`config.mk`:
```
export PLATFORM = sky130hd
export DESIGN_NAME = speaker_amp_power_control
export DESIGN_NICKNAME = d
export VERILOG_FILES = /design/src/logic/spk_amp_pkg.sv /design/src/logic/speaker_amp_power_control.sv
export SDC_FILE = /design/constraint.sdc
export NUM_CORES = 1
export LEC_CHECK = 0
export BUFFER_PORTS_ARGS = -buffer_cell sky130_fd_sc_hd__buf_2
export CORE_ASPECT_RATIO = 1.25
export CORE_MARGIN = 2
export CORE_UTILIZATION = 42
export CTS_CLUSTER_SIZE = 25
export DETAILED_ROUTE_END_ITERATION = 12
export GPL_ROUTABILITY_DRIVEN = 0
export PLACE_DENSITY = 0.84
export SLEW_MARGIN = 20
export SYNTH_ARGS = -nofsm -noshare
export SYNTH_HDL_FRONTEND = slang
export SYNTH_SLANG_ARGS = --single-unit
export TNS_END_PERCENT = 50
```
`constraint.sdc`:
```
create_clock -name pclk -period 3.75 [get_ports pclk]
set_input_delay 0.75 -clock pclk [delete_from_list [all_inputs] [get_ports pclk]]
set_output_delay 0.75 -clock pclk [all_outputs]
set_load 0.005 [all_outputs]
```
`src/logic/spk_amp_pkg.sv`:
```
// package for the speaker amplifier power control block
// assumes a 32-bit apb bus; byte-wide registers in the low bits of each word
package spk_amp_pkg;
	// register indices (printed offsets are not all multiples of four)
	localparam logic [7:0] IDX_PRECHARGE = 8'h0C;
	localparam logic [7:0] IDX_CODEC_RST = 8'h10;
	localparam logic [7:0] IDX_AMP_CTRL = 8'h11;
	localparam logic [7:0] IDX_AMP_STATUS = 8'h12;
	localparam int ADDR_W = 12;
	// field positions of the amplifier control register
	localparam int AMP_ON_BIT = 6;
	localparam int AMP_PRECH_BIT = 5;
	localparam int AMP_LP_BIT = 4;
	// field positions of the codec reset register
	localparam int RST_MASK_BIT = 2;
	localparam int FILT_RST_BIT = 1;
	localparam int CODEC_RST_BIT = 0;
	// field positions of the precharge register
	localparam int MASTER_ON_BIT = 0;
	localparam int MASTER_PRECH_BIT = 1;
	// reset values and gain decode constants
	localparam logic [7:0] AMP_CTRL_RST = 8'h00;
	localparam logic [7:0] PRECHARGE_RST = 8'h00;
	localparam logic [7:0] CODEC_RST_RST = 8'h00;
	localparam logic [3:0] GAIN_MUTE_CODE = 4'h0;
	localparam logic [3:0] GAIN_ALT_MUTE_CODE = 4'hF;
	localparam logic signed [7:0] GAIN_MIN_DB = -8'sd22;
	localparam logic signed [7:0] GAIN_MAX_DB = 8'sd20;
	localparam logic signed [7:0] GAIN_STEP_DB = 8'sd3;

	typedef enum logic [1:0] {
		AMP_STANDBY,
		AMP_PRECHARGE,
		AMP_ACTIVE,
		AMP_FORBIDDEN
	} amp_mode_t;

	typedef struct packed {
		logic on;
		logic precharge;
		logic high_power;
		logic [3:0] gain;
	} amp_ctrl_t;
endpackage : spk_amp_pkg

```
`src/logic/speaker_amp_power_control.sv`:
```
// speaker amplifier and audio path power control registers behind apb
// assumes pclk at 100 MHz, presetn asynchronous active low, 32-bit apb master
//
// Operation
// gain code 0 is -22 dB, 1 is +20 dB, minus 3 dB per step, 15 is -22 dB
// bits 6 and 5 select standby, precharge, active; both set is forbidden
// bit 4 low selects low power, high selects high power
// amplifier control at index 11h, bit 7 unused, resets to zero
// firmware powers headset path with ordered writes and 500 ms and 1 ms waits
// firmware powers headset path off with ordered writes and 1 ms wait
// firmware starts serial audio by pulsing resets under mask, waits 5 ms
// firmware turns converters off before stopping serial audio stream
// firmware precharges amplifier inputs before turning amplifier on
// firmware sets minimum gain before switching amplifier off
// fastcharge bit then power bit; charging runs while both set
// clearing a power bit unpowers the block until new full sequence
// all precharge bits may be set together
// codec reset index 10h: bit 2 mask, bit 1 filter reset, bit 0 codec reset
// precharge index 0Ch: bit 0 master power, bit 1 master precharge
// byte-wide registers readable and writable, unused bits read zero
`timescale 1ns/10ps
module speaker_amp_power_control
	import spk_amp_pkg::*;
#(
	parameter int GAIN_W = 4
) (
	// apb slave
	input wire logic pclk,
	input wire logic presetn,
	input wire logic psel,
	input wire logic penable,
	input wire logic pwrite,
	input wire logic [ADDR_W-1:0] paddr,
	input wire logic [31:0] pwdata,
	output logic [31:0] prdata,
	output logic pready,
	output logic pslverr,
	// amplifier controls
	output amp_ctrl_t spk_amp_ctrl,
	output amp_mode_t spk_amp_mode,
	output logic signed [7:0] spk_amp_gain_db,
	// codec reset controls
	output logic codec_reset_mask,
	output logic filter_reset_n,
	output logic codec_reset_n,
	// precharge and master power
	output logic [7:0] precharge_ctrl,
	output logic master_power_on,
	output logic master_precharge,
	output logic master_fastcharging
);
	if (GAIN_W != 4) begin : gain_width_check
		$error("gain field must be four bits");
	end

	// ****************************************************************
	// bus decode
	// ****************************************************************
	logic [7:0] amp_ctrl_q, amp_ctrl_d;
	logic [7:0] prech_q, prech_d;
	logic [2:0] rst_q, rst_d;
	logic [1:0] lost_q, lost_d;
	logic [7:0] status_rd;
	wire logic access = psel && penable;
	wire logic word_ok = (paddr[1:0] == 2'b00);
	wire logic [ADDR_W-3:0] idx = paddr[ADDR_W-1:2];
	wire logic hit_amp = word_ok && (idx == (ADDR_W-2)'(IDX_AMP_CTRL));
	wire logic hit_prech = word_ok && (idx == (ADDR_W-2)'(IDX_PRECHARGE));
	wire logic hit_rst = word_ok && (idx == (ADDR_W-2)'(IDX_CODEC_RST));
	wire logic hit_stat = word_ok && (idx == (ADDR_W-2)'(IDX_AMP_STATUS));
	wire logic mapped = hit_amp || hit_prech || hit_rst || hit_stat;
	wire logic wr = access && pwrite;
	wire logic [7:0] wbyte = pwdata[7:0];

	assign pready = 1'b1;
	assign pslverr = access && (!mapped || (pwrite && hit_stat));

	// ****************************************************************
	// gain decode
	// ****************************************************************
	function automatic logic signed [7:0] gain_db(input logic [3:0] code);
		logic signed [7:0] step;
		step = 8'(signed'({4'h0, code}));
		if (code == GAIN_MUTE_CODE || code == GAIN_ALT_MUTE_CODE)
			gain_db = GAIN_MIN_DB;
		else
			gain_db = 8'(GAIN_MAX_DB - GAIN_STEP_DB * (step - 8'sd1));
	endfunction : gain_db

	// ****************************************************************
	// registers
	// ****************************************************************
	// bit 7 is unused and always stored as zero
	assign amp_ctrl_d = (wr && hit_amp) ? {1'b0, wbyte[6:0]} : amp_ctrl_q;
	// any combination of precharge bits is accepted together
	assign prech_d = (wr && hit_prech) ? wbyte : prech_q;
	assign rst_d = (wr && hit_rst) ? wbyte[2:0] : rst_q;
	// sticky record that master power or amplifier power was dropped; cleared by writing one, set wins
	wire logic master_drop = prech_q[MASTER_ON_BIT] && !prech_d[MASTER_ON_BIT];
	wire logic amp_drop = amp_ctrl_q[AMP_ON_BIT] && !amp_ctrl_d[AMP_ON_BIT];
	wire logic [1:0] lost_clr = (wr && hit_stat) ? wbyte[1:0] : 2'b00;
	assign lost_d = (lost_q & ~lost_clr) | {amp_drop, master_drop};

	always_ff @(posedge pclk or negedge presetn) begin
		if (!presetn) begin
			amp_ctrl_q <= AMP_CTRL_RST;
			prech_q <= PRECHARGE_RST;
			rst_q <= CODEC_RST_RST[2:0];
			lost_q <= 2'b00;
		end else begin
			amp_ctrl_q <= amp_ctrl_d;
			prech_q <= prech_d;
			rst_q <= rst_d;
			lost_q <= lost_d;
		end
	end

	// ****************************************************************
	// outputs
	// ****************************************************************
	assign spk_amp_ctrl.on = amp_ctrl_q[AMP_ON_BIT];
	assign spk_amp_ctrl.precharge = amp_ctrl_q[AMP_PRECH_BIT];
	assign spk_amp_ctrl.high_power = amp_ctrl_q[AMP_LP_BIT];
	assign spk_amp_ctrl.gain = amp_ctrl_q[3:0];
	always_comb begin
		unique case ({amp_ctrl_q[AMP_ON_BIT], amp_ctrl_q[AMP_PRECH_BIT]})
			2'b00: spk_amp_mode = AMP_STANDBY;
			2'b01: spk_amp_mode = AMP_PRECHARGE;
			2'b10: spk_amp_mode = AMP_ACTIVE;
			2'b11: spk_amp_mode = AMP_FORBIDDEN;
		endcase
	end
	assign spk_amp_gain_db = gain_db(amp_ctrl_q[3:0]);
	assign codec_reset_mask = rst_q[RST_MASK_BIT];
	assign filter_reset_n = rst_q[FILT_RST_BIT];
	assign codec_reset_n = rst_q[CODEC_RST_BIT];
	assign precharge_ctrl = prech_q;
	assign master_power_on = prech_q[MASTER_ON_BIT];
	assign master_precharge = prech_q[MASTER_PRECH_BIT];
	// fast charge runs only once power is up with precharge still set
	assign master_fastcharging = master_power_on && master_precharge;

	// status: bit 0 master power lost, bit 1 amplifier switched off, bits 3:2 mode
	assign status_rd = {4'h0, spk_amp_mode, lost_q};
	always_comb begin
		prdata = 32'h0000_0000;
		if (access && !pwrite) begin
			if (hit_amp) prdata = {24'h00_0000, amp_ctrl_q};
			else if (hit_prech) prdata = {24'h00_0000, prech_q};
			else if (hit_rst) prdata = {29'h0000_0000, rst_q};
			else if (hit_stat) prdata = {24'h00_0000, status_rd};
		end
	end

	// ****************************************************************
	// assertions
	// ****************************************************************
	property p_gain_map;
		@(posedge pclk) disable iff (!presetn)
		(spk_amp_ctrl.gain == 4'h1) |-> (spk_amp_gain_db == 8'sd20);
	endproperty
	a_gain_map: assert property (p_gain_map) else $error("gain code 1 not +20 dB");

	property p_gain_mute;
		@(posedge pclk) disable iff (!presetn)
		(spk_amp_ctrl.gain == 4'hF || spk_amp_ctrl.gain == 4'h0 || spk_amp_ctrl.gain == 4'hE)
			|-> (spk_amp_gain_db == ((spk_amp_ctrl.gain == 4'hE) ? -8'sd19 : -8'sd22));
	endproperty
	a_gain_mute: assert property (p_gain_mute) else $error("gain end codes wrong");

	property p_mode;
		@(posedge pclk) disable iff (!presetn)
		(spk_amp_ctrl.on && !spk_amp_ctrl.precharge) |-> (spk_amp_mode == AMP_ACTIVE);
	endproperty
	a_mode: assert property (p_mode) else $error("active mode not decoded");

	property p_prech_mode;
		@(posedge pclk) disable iff (!presetn)
		(wr && hit_amp && wbyte[6:5] == 2'b01) |=> (spk_amp_mode == AMP_PRECHARGE);
	endproperty
	a_prech_mode: assert property (p_prech_mode) else $error("precharge not entered");

	property p_power_level;
		@(posedge pclk) disable iff (!presetn)
		(wr && hit_amp) |=> (spk_amp_ctrl.high_power == $past(pwdata[4]));
	endproperty
	a_power_level: assert property (p_power_level) else $error("power level not stored");

	property p_bit7_zero;
		@(posedge pclk) disable iff (!presetn)
		(access && !pwrite && hit_amp) |-> (prdata[31:7] == 25'h0);
	endproperty
	a_bit7_zero: assert property (p_bit7_zero) else $error("unused bits read nonzero");

	property p_all_prech;
		@(posedge pclk) disable iff (!presetn)
		(wr && hit_prech && wbyte == 8'hFF) |=> (precharge_ctrl == 8'hFF) && master_fastcharging;
	endproperty
	a_all_prech: assert property (p_all_prech) else $error("all precharge refused");

	property p_drop_sticky;
		@(posedge pclk) disable iff (!presetn)
		$fell(master_power_on) |-> (lost_q[0] == 1'b1);
	endproperty
	a_drop_sticky: assert property (p_drop_sticky) else $error("power loss not recorded");

	property p_lost_clear;
		@(posedge pclk) disable iff (!presetn)
		(wr && hit_stat && wbyte[0] && !master_drop) |=> !lost_q[0];
	endproperty
	a_lost_clear: assert property (p_lost_clear) else $error("power loss flag not cleared");

	property p_codec_rst;
		@(posedge pclk) disable iff (!presetn)
		(wr && hit_rst) |=> ({codec_reset_mask, filter_reset_n, codec_reset_n}
			== $past(pwdata[2:0]));
	endproperty
	a_codec_rst: assert property (p_codec_rst) else $error("codec reset bits wrong");

	c_active: cover property (@(posedge pclk) disable iff (!presetn)
		spk_amp_mode == AMP_PRECHARGE ##[1:100] spk_amp_mode == AMP_ACTIVE);
	c_fastcharge: cover property (@(posedge pclk) disable iff (!presetn)
		$rose(master_fastcharging));
	c_unmapped: cover property (@(posedge pclk) disable iff (!presetn) pslverr);
	c_status_clear: cover property (@(posedge pclk) disable iff (!presetn) $fell(lost_q[0]));
endmodule : speaker_amp_power_control

```
==> impl_results.md, run 1 <==
* CP Max Fanout at 5
* Core Area at 3780 µm²
* Detail-routed net length per standard cell at 13.8 µm
* Yosys synthesis warning count at 0
* Achievable clock frequency at 0.279 GHz
* Source of the critical timing path: amp_ctrl_q[1]
* Share of synthesized area occupied by flip-flops and latches at 30.1%
* Count of maximum capacitance violations at 0
* Met3 Use GR at 5.39%
* TritonCTS clock tree: yes
* Dpl ws at 0.289 ns
* Number of buffers between clock root and the deepest sink at 2
* First-pass GRT wire length at 6640 µm
* Final-report setup violation count at 0
* Library cells used by synthesis at 46
* HPWL reported at the end of detailed placement at 3150 µm
* Mean post-synth cell area at 9.04 µm²
* Worst setup SP type: flop
* Async set or reset register ratio after synthesis at 100%
* Ratio of cells with drive above 1 in the final layout at 39.5%
* RR Endpoint: amp_ctrl_q[2]
* Reg-to-Reg Start: amp_ctrl_q[2]
* Slew Viols, Final at 0
* Count of pins on the block boundary at 114
* Synth Area in XOR/XNOR at 2.63%
* Capture point of the critical path: spk_amp_gain_db[5]
* Most instantiated library cell after synthesis: buf_4
* Layout-stage area growth over the synthesis result at 21.1%
* Fin nets at 304
* Clk Tree Root Cell: clkbuf_8
* Number of hold violations in the final report at 0
* Initial DRT Pass Iterations at 4
* Leading register cell type out of synthesis: dfrtp_1
* Final setup TNS at 0 ns
* Most common library cells after synthesis: 27 x buf_4, 20 x dfrtp_1, 14 x mux2_2
* Number of synthesized register bits at 20
* Setup slack of the most critical reg-to-reg path at 2.81 ns
* Detailed router's first-iteration violation count at 55
* Compound-cell area share of the yosys netlist at 12.1%
* Starting density of the core at 43.9%
* Max-slew headroom at 62.2%
* GR Overflow Total at 0
* Arrival time at the worst endpoint at 2.83 ns
* Synthesized-area fraction occupied by and/or/nand/nor cells at 19.3%
* Latest clock arrival within the worst-skew pair at 0.27 ns
* Total clock buffers created by CTS at 3
* Global-route track usage on met2 at 33.5%
* Netlist area before placement at 1660 µm²
* Top cell type's share of synthesized area at 30.1%
* Number of global-route vias before repair at 1454
* Grt peak-use layer: met2
* Setup CP Type: flop to primary output
* Status: finished, final reports clean
* Main combinational cell family by area after synthesis: simple AND/OR/NAND/NOR gates
* Core Rows at 25
* Skew final at 0.000756 ns
* Cell type with the highest aggregate area in the netlist: dfrtp_1
* Largest cells by area after synthesis: dfrtp_1 30%, buf_4 12%, mux2_2 9.5%
* Mux contribution to synthesized area at 10.4%
* Power density of the placed cells at 241 nW/µm²
* Number of antenna violations at the first check in global routing at 0
* Die W at 60.3 µm
* Per-cell via count in the routed design at 5.20
* Worst slew pin tran at 0.562 ns
* Worst R2R Path Depth at 1
* Setup repair after global routing missed its margin: false
* Htree depth at 1
* Required arrival time at the worst endpoint at 3.00 ns
* Vertical die dimension at 74.4 µm
* Post CTS Setup Buffer Count at 0
* Total die area at 4480 µm²
* Largest net degree at the start of global routing at 21
* Clk sink count at 20
* Total wire length at 4100 µm
* Total power consumption of the routed design at 0.485 mW
* Final critical-path share of the clock period at 95.6%
* DRT antenna net count at 0
* Number of standard cells after synthesis at 184
* Quantity of I/O buffers inserted on ports at 64
* Layout fillers at 359
* Met1 usage at 22.1%
* Post-route worst setup slack at 0.167 ns
* Worst ir drop on vdd at 242 µV
* Vias at 1543
* Shortest period the worst path allows at 3.58 ns
* Leakage power at 1.12 nW
* Remaining design rule violation count at 0
* Type of the most critical hold path: input pin to asynchronous set/reset pin
* Type of element capturing the critical path: primary output
* Clock Pin Slew Worst Setup and Hold Paths at 0.08 ns
* All-Layer GR Usage at 19.6%
* Count of flip-flops with a built-in enable after synthesis at 0
* Adder-Cell Fraction of Synth Area at 8.73%
* Number of antenna cells inserted at 0
## placed cells by master (no fill, tap or decap), types with 5 or more instances in the layout
master,n
nand2_1,11
buf_2,64
conb_1,25
mux2_2,14
nand3_1,5
nor2_1,12
a21oi_1,6
o21ai_0,10
ha_1,9
dfrtp_1,20
inv_1,11
## layout make-up
cell class                 instances  area, µm²  share of cell area [%]
clock inverter                     1       30.0                    1.49
clock buffer                       3       41.3                    2.05
inverter                          12       45.0                    2.24
tap                               54       67.6                    3.35
timing repair buffer              65        328                    16.3
multi-input combinational        142       1000                    49.8
sequential                        20        500                    24.8
## stage by stage
stage	area, µm²	std cells	hold WS, ns	utilization, %
2_1_floorplan	1750	207	0.454	-
3_3_place_gp	1920	293	0.511	50.7
3_5_place_dp	1920	293	0.514	50.7
4_1_cts	2000	297	0.434	52.8
5_1_grt	2010	297	0.447	53.2
6_report	2010	297	0.417	53.2
## logic make-up after synthesis
logic type                 Yosys count
adders and majority gates           11
and+or+nand+nor                     55
buffers and inverters               45
xor gates and xnor gates             5
DFF                                 20
muxes                               15
AOI/OAI and AO/OA                   31
other                                2
## worst min path at each step
stage / startpoint / to / slack [ns] / depth (start not counted)
after floorplan: presetn / amp_ctrl_q[0] / 0.45 / 0
after global placement: precharge_ctrl[5] / precharge_ctrl[5] / 0.51 / 1
after detailed placement: precharge_ctrl[7] / precharge_ctrl[7] / 0.51 / 1
after CTS: presetn / precharge_ctrl[0] / 0.43 / 1
after global routing: presetn / precharge_ctrl[5] / 0.45 / 1
final: presetn / precharge_ctrl[6] / 0.42 / 1
## flip-flops by register name, indices dropped and copies added (netlist names)
name / count
lost_q: 2
precharge_ctrl: 8
amp_ctrl_q: 7
rst_q: 3
## where the power goes
group / switching [mW] / internal, mW / total [mW]
Combinational: 0.0304 / 0.0153 / 0.0457
Clock: 0.0809 / 0.143 / 0.224
Sequential: 0.000308 / 0.216 / 0.216
## critical path: stages, from the launching register on
cell and delay [ns]:
dfrtp_1 0.43, inv_2 0.11, ha_2 0.24, xor2_4 0.19, ha_1 0.26, ha_1 0.22
ha_1 0.27, a31o_2 0.25, a21oi_1 0.23, xnor2_1 0.16, nand2_1 0.07, buf_2 0.14
## repair_timing
item | in CTS | in global routing
endpoints found under the setup margin | 2 | 2
cloned | 0 | 0
gates resized for setup | 1 | 4
hold buffers | 0 | 0
## layer usage
layer  wire (µm)  share of wire [%]  vias to the layer above
li1            -                  -                      711
met1        1520                 37                      722
met2        2070                 50                       95
met3         375                9.1                       15
met4         130                3.2                        0
met5           0                  0                        -
Note: power is estimated with default switching activity, not from simulation.
==> run 2: changes to the inputs <==
--- a/config.mk
+++ b/config.mk
@@ -11,8 +11,7 @@
 export CORE_UTILIZATION = 42
 export CTS_CLUSTER_SIZE = 25
 export DETAILED_ROUTE_END_ITERATION = 12
-export GPL_ROUTABILITY_DRIVEN = 0
-export PLACE_DENSITY = 0.84
+export PLACE_DENSITY = 0.86
 export SLEW_MARGIN = 20
 export SYNTH_ARGS = -nofsm -noshare
 export SYNTH_HDL_FRONTEND = slang
==> run 2 against run 1 <==
  * Routed wire length fell by 5.4%
  * Worst hold slack got worse by 0.0051 ns
  * Non-clock buffer count rose by 3
  * Critical path depth rose by 1
  * Clock-buffer cell count did not move
  * Clock power fell by 2%
  * Final cell count rose by 1.0%
  * Cell area rose by 0.43%
  * Critical endpoint is now spk_amp_gain_db[6]
  * Largest power group unchanged
  * Highest routed layer unchanged
==> impl_results.md, run 2 (same netlist as run 1, synthesis figures left out) <==
* Layout fillers at 374 (+4.2%)
* Clock Pin Slew Worst Setup and Hold Paths at 0.08 ns (about the same)
* Power density of the placed cells at 237 nW/µm² (-1.5%)
* Total die area at 4480 µm² (unchanged)
* Remaining design rule violation count at 0 (unchanged)
* Shortest period the worst path allows at 3.53 ns (-0.0517 ns)
* Die W at 60.3 µm (unchanged)
* Portion of total power attributed to combinational logic at 9.3% (about the same)
* Setup CP Type: flop to primary output
* Status: finished, final reports clean
* Cells traversed along the worst timing path: inv_2 > ha_2 > xor2_2 > ha_1 > ha_1 > nand2_1 > fa_1 > nor2b_1 > o21bai_1 > xnor2_1 > nand2_1 > buf_2
* Achievable clock frequency at 0.283 GHz (+1.5%)
* Setup repair after global routing missed its margin: false
* Final critical-path share of the clock period at 94.2% (-1.4 points)
* Post-route worst setup slack at 0.218 ns (+0.0517 ns)
* TritonCTS clock tree: yes
* Commonest cells after routing, fill and taps aside: 64 x buf_2, 25 x conb_1, 20 x dfrtp_1, 14 x mux2_2, 12 x nor2_1
* Number of antenna violations at the first check in global routing at 0 (unchanged)
* Core Area at 3780 µm² (unchanged)
* Skew final at 0.00873 ns (+0.00798 ns)
* Count of pins on the block boundary at 114 (unchanged)
* Number of antenna cells inserted at 0 (unchanged)
* Utilization after layout at 53.5% (+0.23 points)
* Worst ir drop on vdd at 199 µV (-18%)
* Number of global-route vias before repair at 1398 (-3.9%)
* Max-slew headroom at 60.9% (-1.3 points)
* Type of element capturing the critical path: primary output
* Largest net degree at the start of global routing at 21 (unchanged)
* Net Sw Frac at 22.2% (-0.79 points)
* Total clock buffers created by CTS at 3 (unchanged)
* Fraction of power consumed by sequential logic at 45.0% (+0.5 points)
* Detail-routed net length per standard cell at 12.9 µm (-6.3%)
* Layout-stage area growth over the synthesis result at 21.7%
* Detailed router's first-iteration violation count at 23 (-58%)
* Count of maximum capacitance violations at 0 (unchanged)
* Library cell contributing the largest single delay on the critical path: dfrtp_1
* First-pass GRT wire length at 6400 µm (-3.7%)
* Arrival time at the worst endpoint at 2.78 ns (-0.05 ns)
* Final setup TNS at 0 ns (unchanged)
* Number of hold violations in the final report at 0 (unchanged)
* Power spent charging and discharging nets at 0.107 mW (-4.4%)
* Worst setup SP type: flop
* Total wire length at 3880 µm (-5.4%)
* DRT antenna net count at 0 (unchanged)
* Quantity of I/O buffers inserted on ports at 64 (unchanged)
* Hold buffers post-CTS at 0 (unchanged)
* Leakage power at 1.13 nW (+1.3%)
* Per-cell via count in the routed design at 5.05 (-2.7%)
* Register cell area after layout at 500 µm² (unchanged)
* Type of the most critical hold path: input pin to asynchronous set/reset pin
* Required arrival time at the worst endpoint at 3.00 ns (about the same)
* Kind of cell adding the most delay to the critical path: adder cells
* Count of buffer and inverter cells on the critical path at 2 (unchanged)
* Clk sink count at 20 (unchanged)
* Latest clock arrival within the worst-skew pair at 0.27 ns (about the same)
* Worst slew pin tran at 0.578 ns (+0.0161 ns)
* Fin nets at 307 (+0.99%)
* GR Overflow Total at 0 (unchanged)
* Vias at 1516 (-1.7%)
* Clk Tree Root Cell: clkbuf_8
* Number of buffers between clock root and the deepest sink at 2 (unchanged)
* Area taken by multi-input logic gates at 988 µm² (-1.4%)
* Internal power of the cells at 0.374 mW (about the same)
* Slew Viols, Final at 0 (unchanged)
* RePlAce Congestion at 0.877
* CP Max Fanout at 5 (unchanged)
* Total power consumption of the routed design at 0.480 mW (-1.0%)
* HPWL reported at the end of detailed placement at 3040 µm (-3.6%)
* Dpl ws at 0.291 ns (+0.00250 ns)
* Max stage delay on crit path at 0.44 ns (about the same)
* Vertical die dimension at 74.4 µm (unchanged)
* Starting density of the core at 43.9% (unchanged)
* Part of the total power dissipated in the clock network at 45.8% (-0.3 points)
* All-Layer GR Usage at 18.6% (-0.98 points)
* Final-report setup violation count at 0 (unchanged)
* Initial DRT Pass Iterations at 4 (unchanged)
* Ratio of cells with drive above 1 in the final layout at 39.8% (+0.33 points)
* Htree depth at 1 (unchanged)
* Commonest non-fill, non-tap cell in the layout: buf_2
* Core Rows at 25 (unchanged)
* Flip-flop count of the largest register after layout at 8 (unchanged)
run 2: cell count changes in the layout (fill, tap and decap cells not counted):
cell / previous run / this run
nor2b_2: 1 / 0
nor2b_1: 3 / 4
buf_4: 1 / 4
xor2_2: 0 / 1
xor2_4: 1 / 0
run 2: stage by stage:
| stage | cells | instance area (µm²) | hold WS [ns] |
|---|---|---|---|
| after floorplan | 207 | 1750 | 0.454 |
| after global placement | 294 | 1930 | 0.509 |
| after detailed placement | 294 | 1930 | 0.506 |
| after CTS | 298 | 2010 | 0.435 |
| after global routing | 300 | 2020 | 0.440 |
| final | 300 | 2020 | 0.412 |
run 2: area by class of cell:
class / count / area share (%)
inverters: 12 / 2.23
flip-flops and latches: 20 / 24.7
repair buffers: 68 / 17.3
well taps: 54 / 3.34
clock inverters: 1 / 1.48
clock buffers: 3 / 2.04
multi-input cells: 142 / 48.9
run 2: final timing paths:
check,startpoint,end,slack (ns),depth (start not counted)
min in group pclk,precharge_ctrl[7],precharge_ctrl[7],0.52,1
worst min register to register,precharge_ctrl[7],precharge_ctrl[7],0.52,1
worst min-delay path,presetn,precharge_ctrl[4],0.41,1
worst max-delay path,amp_ctrl_q[1],spk_amp_gain_db[6],0.22,12
worst max register to register,amp_ctrl_q[2],amp_ctrl_q[2],2.85,1
max in group asynchronous,presetn,rst_q[1],3.02,1
run 2: timing repair:
| action | CTS | global route |
|---|---|---|
| endpoints found under the hold margin | 0 | 0 |
| buffers inserted | 0 | 2 |
| endpoints found under the setup margin | 1 | 2 |
| gates resized for setup | 1 | 2 |
run 2: metal layers:
layer / vias to the layer above / part of all wire, % / GRT usage (%)
met1: 716 / 40 / 23.7
met3: 9 / 7.9 / 2.96
met2: 74 / 50 / 31.8
met4: 0 / 2.0 / 6.67
met5: - / 0 / 0
li1: 717 / - / -
run 2: power by group through the flow:
stage	Clock, mW	Sequential, mW	Combinational (mW)
finish	0.220	0.216	0.0446
global route	0.232	0.216	0.0515
CTS	0.220	0.216	0.0440
detailed placement	0	0.220	0.0436
global placement	0	0.220	0.0424
floorplan	0	0.220	0.0382
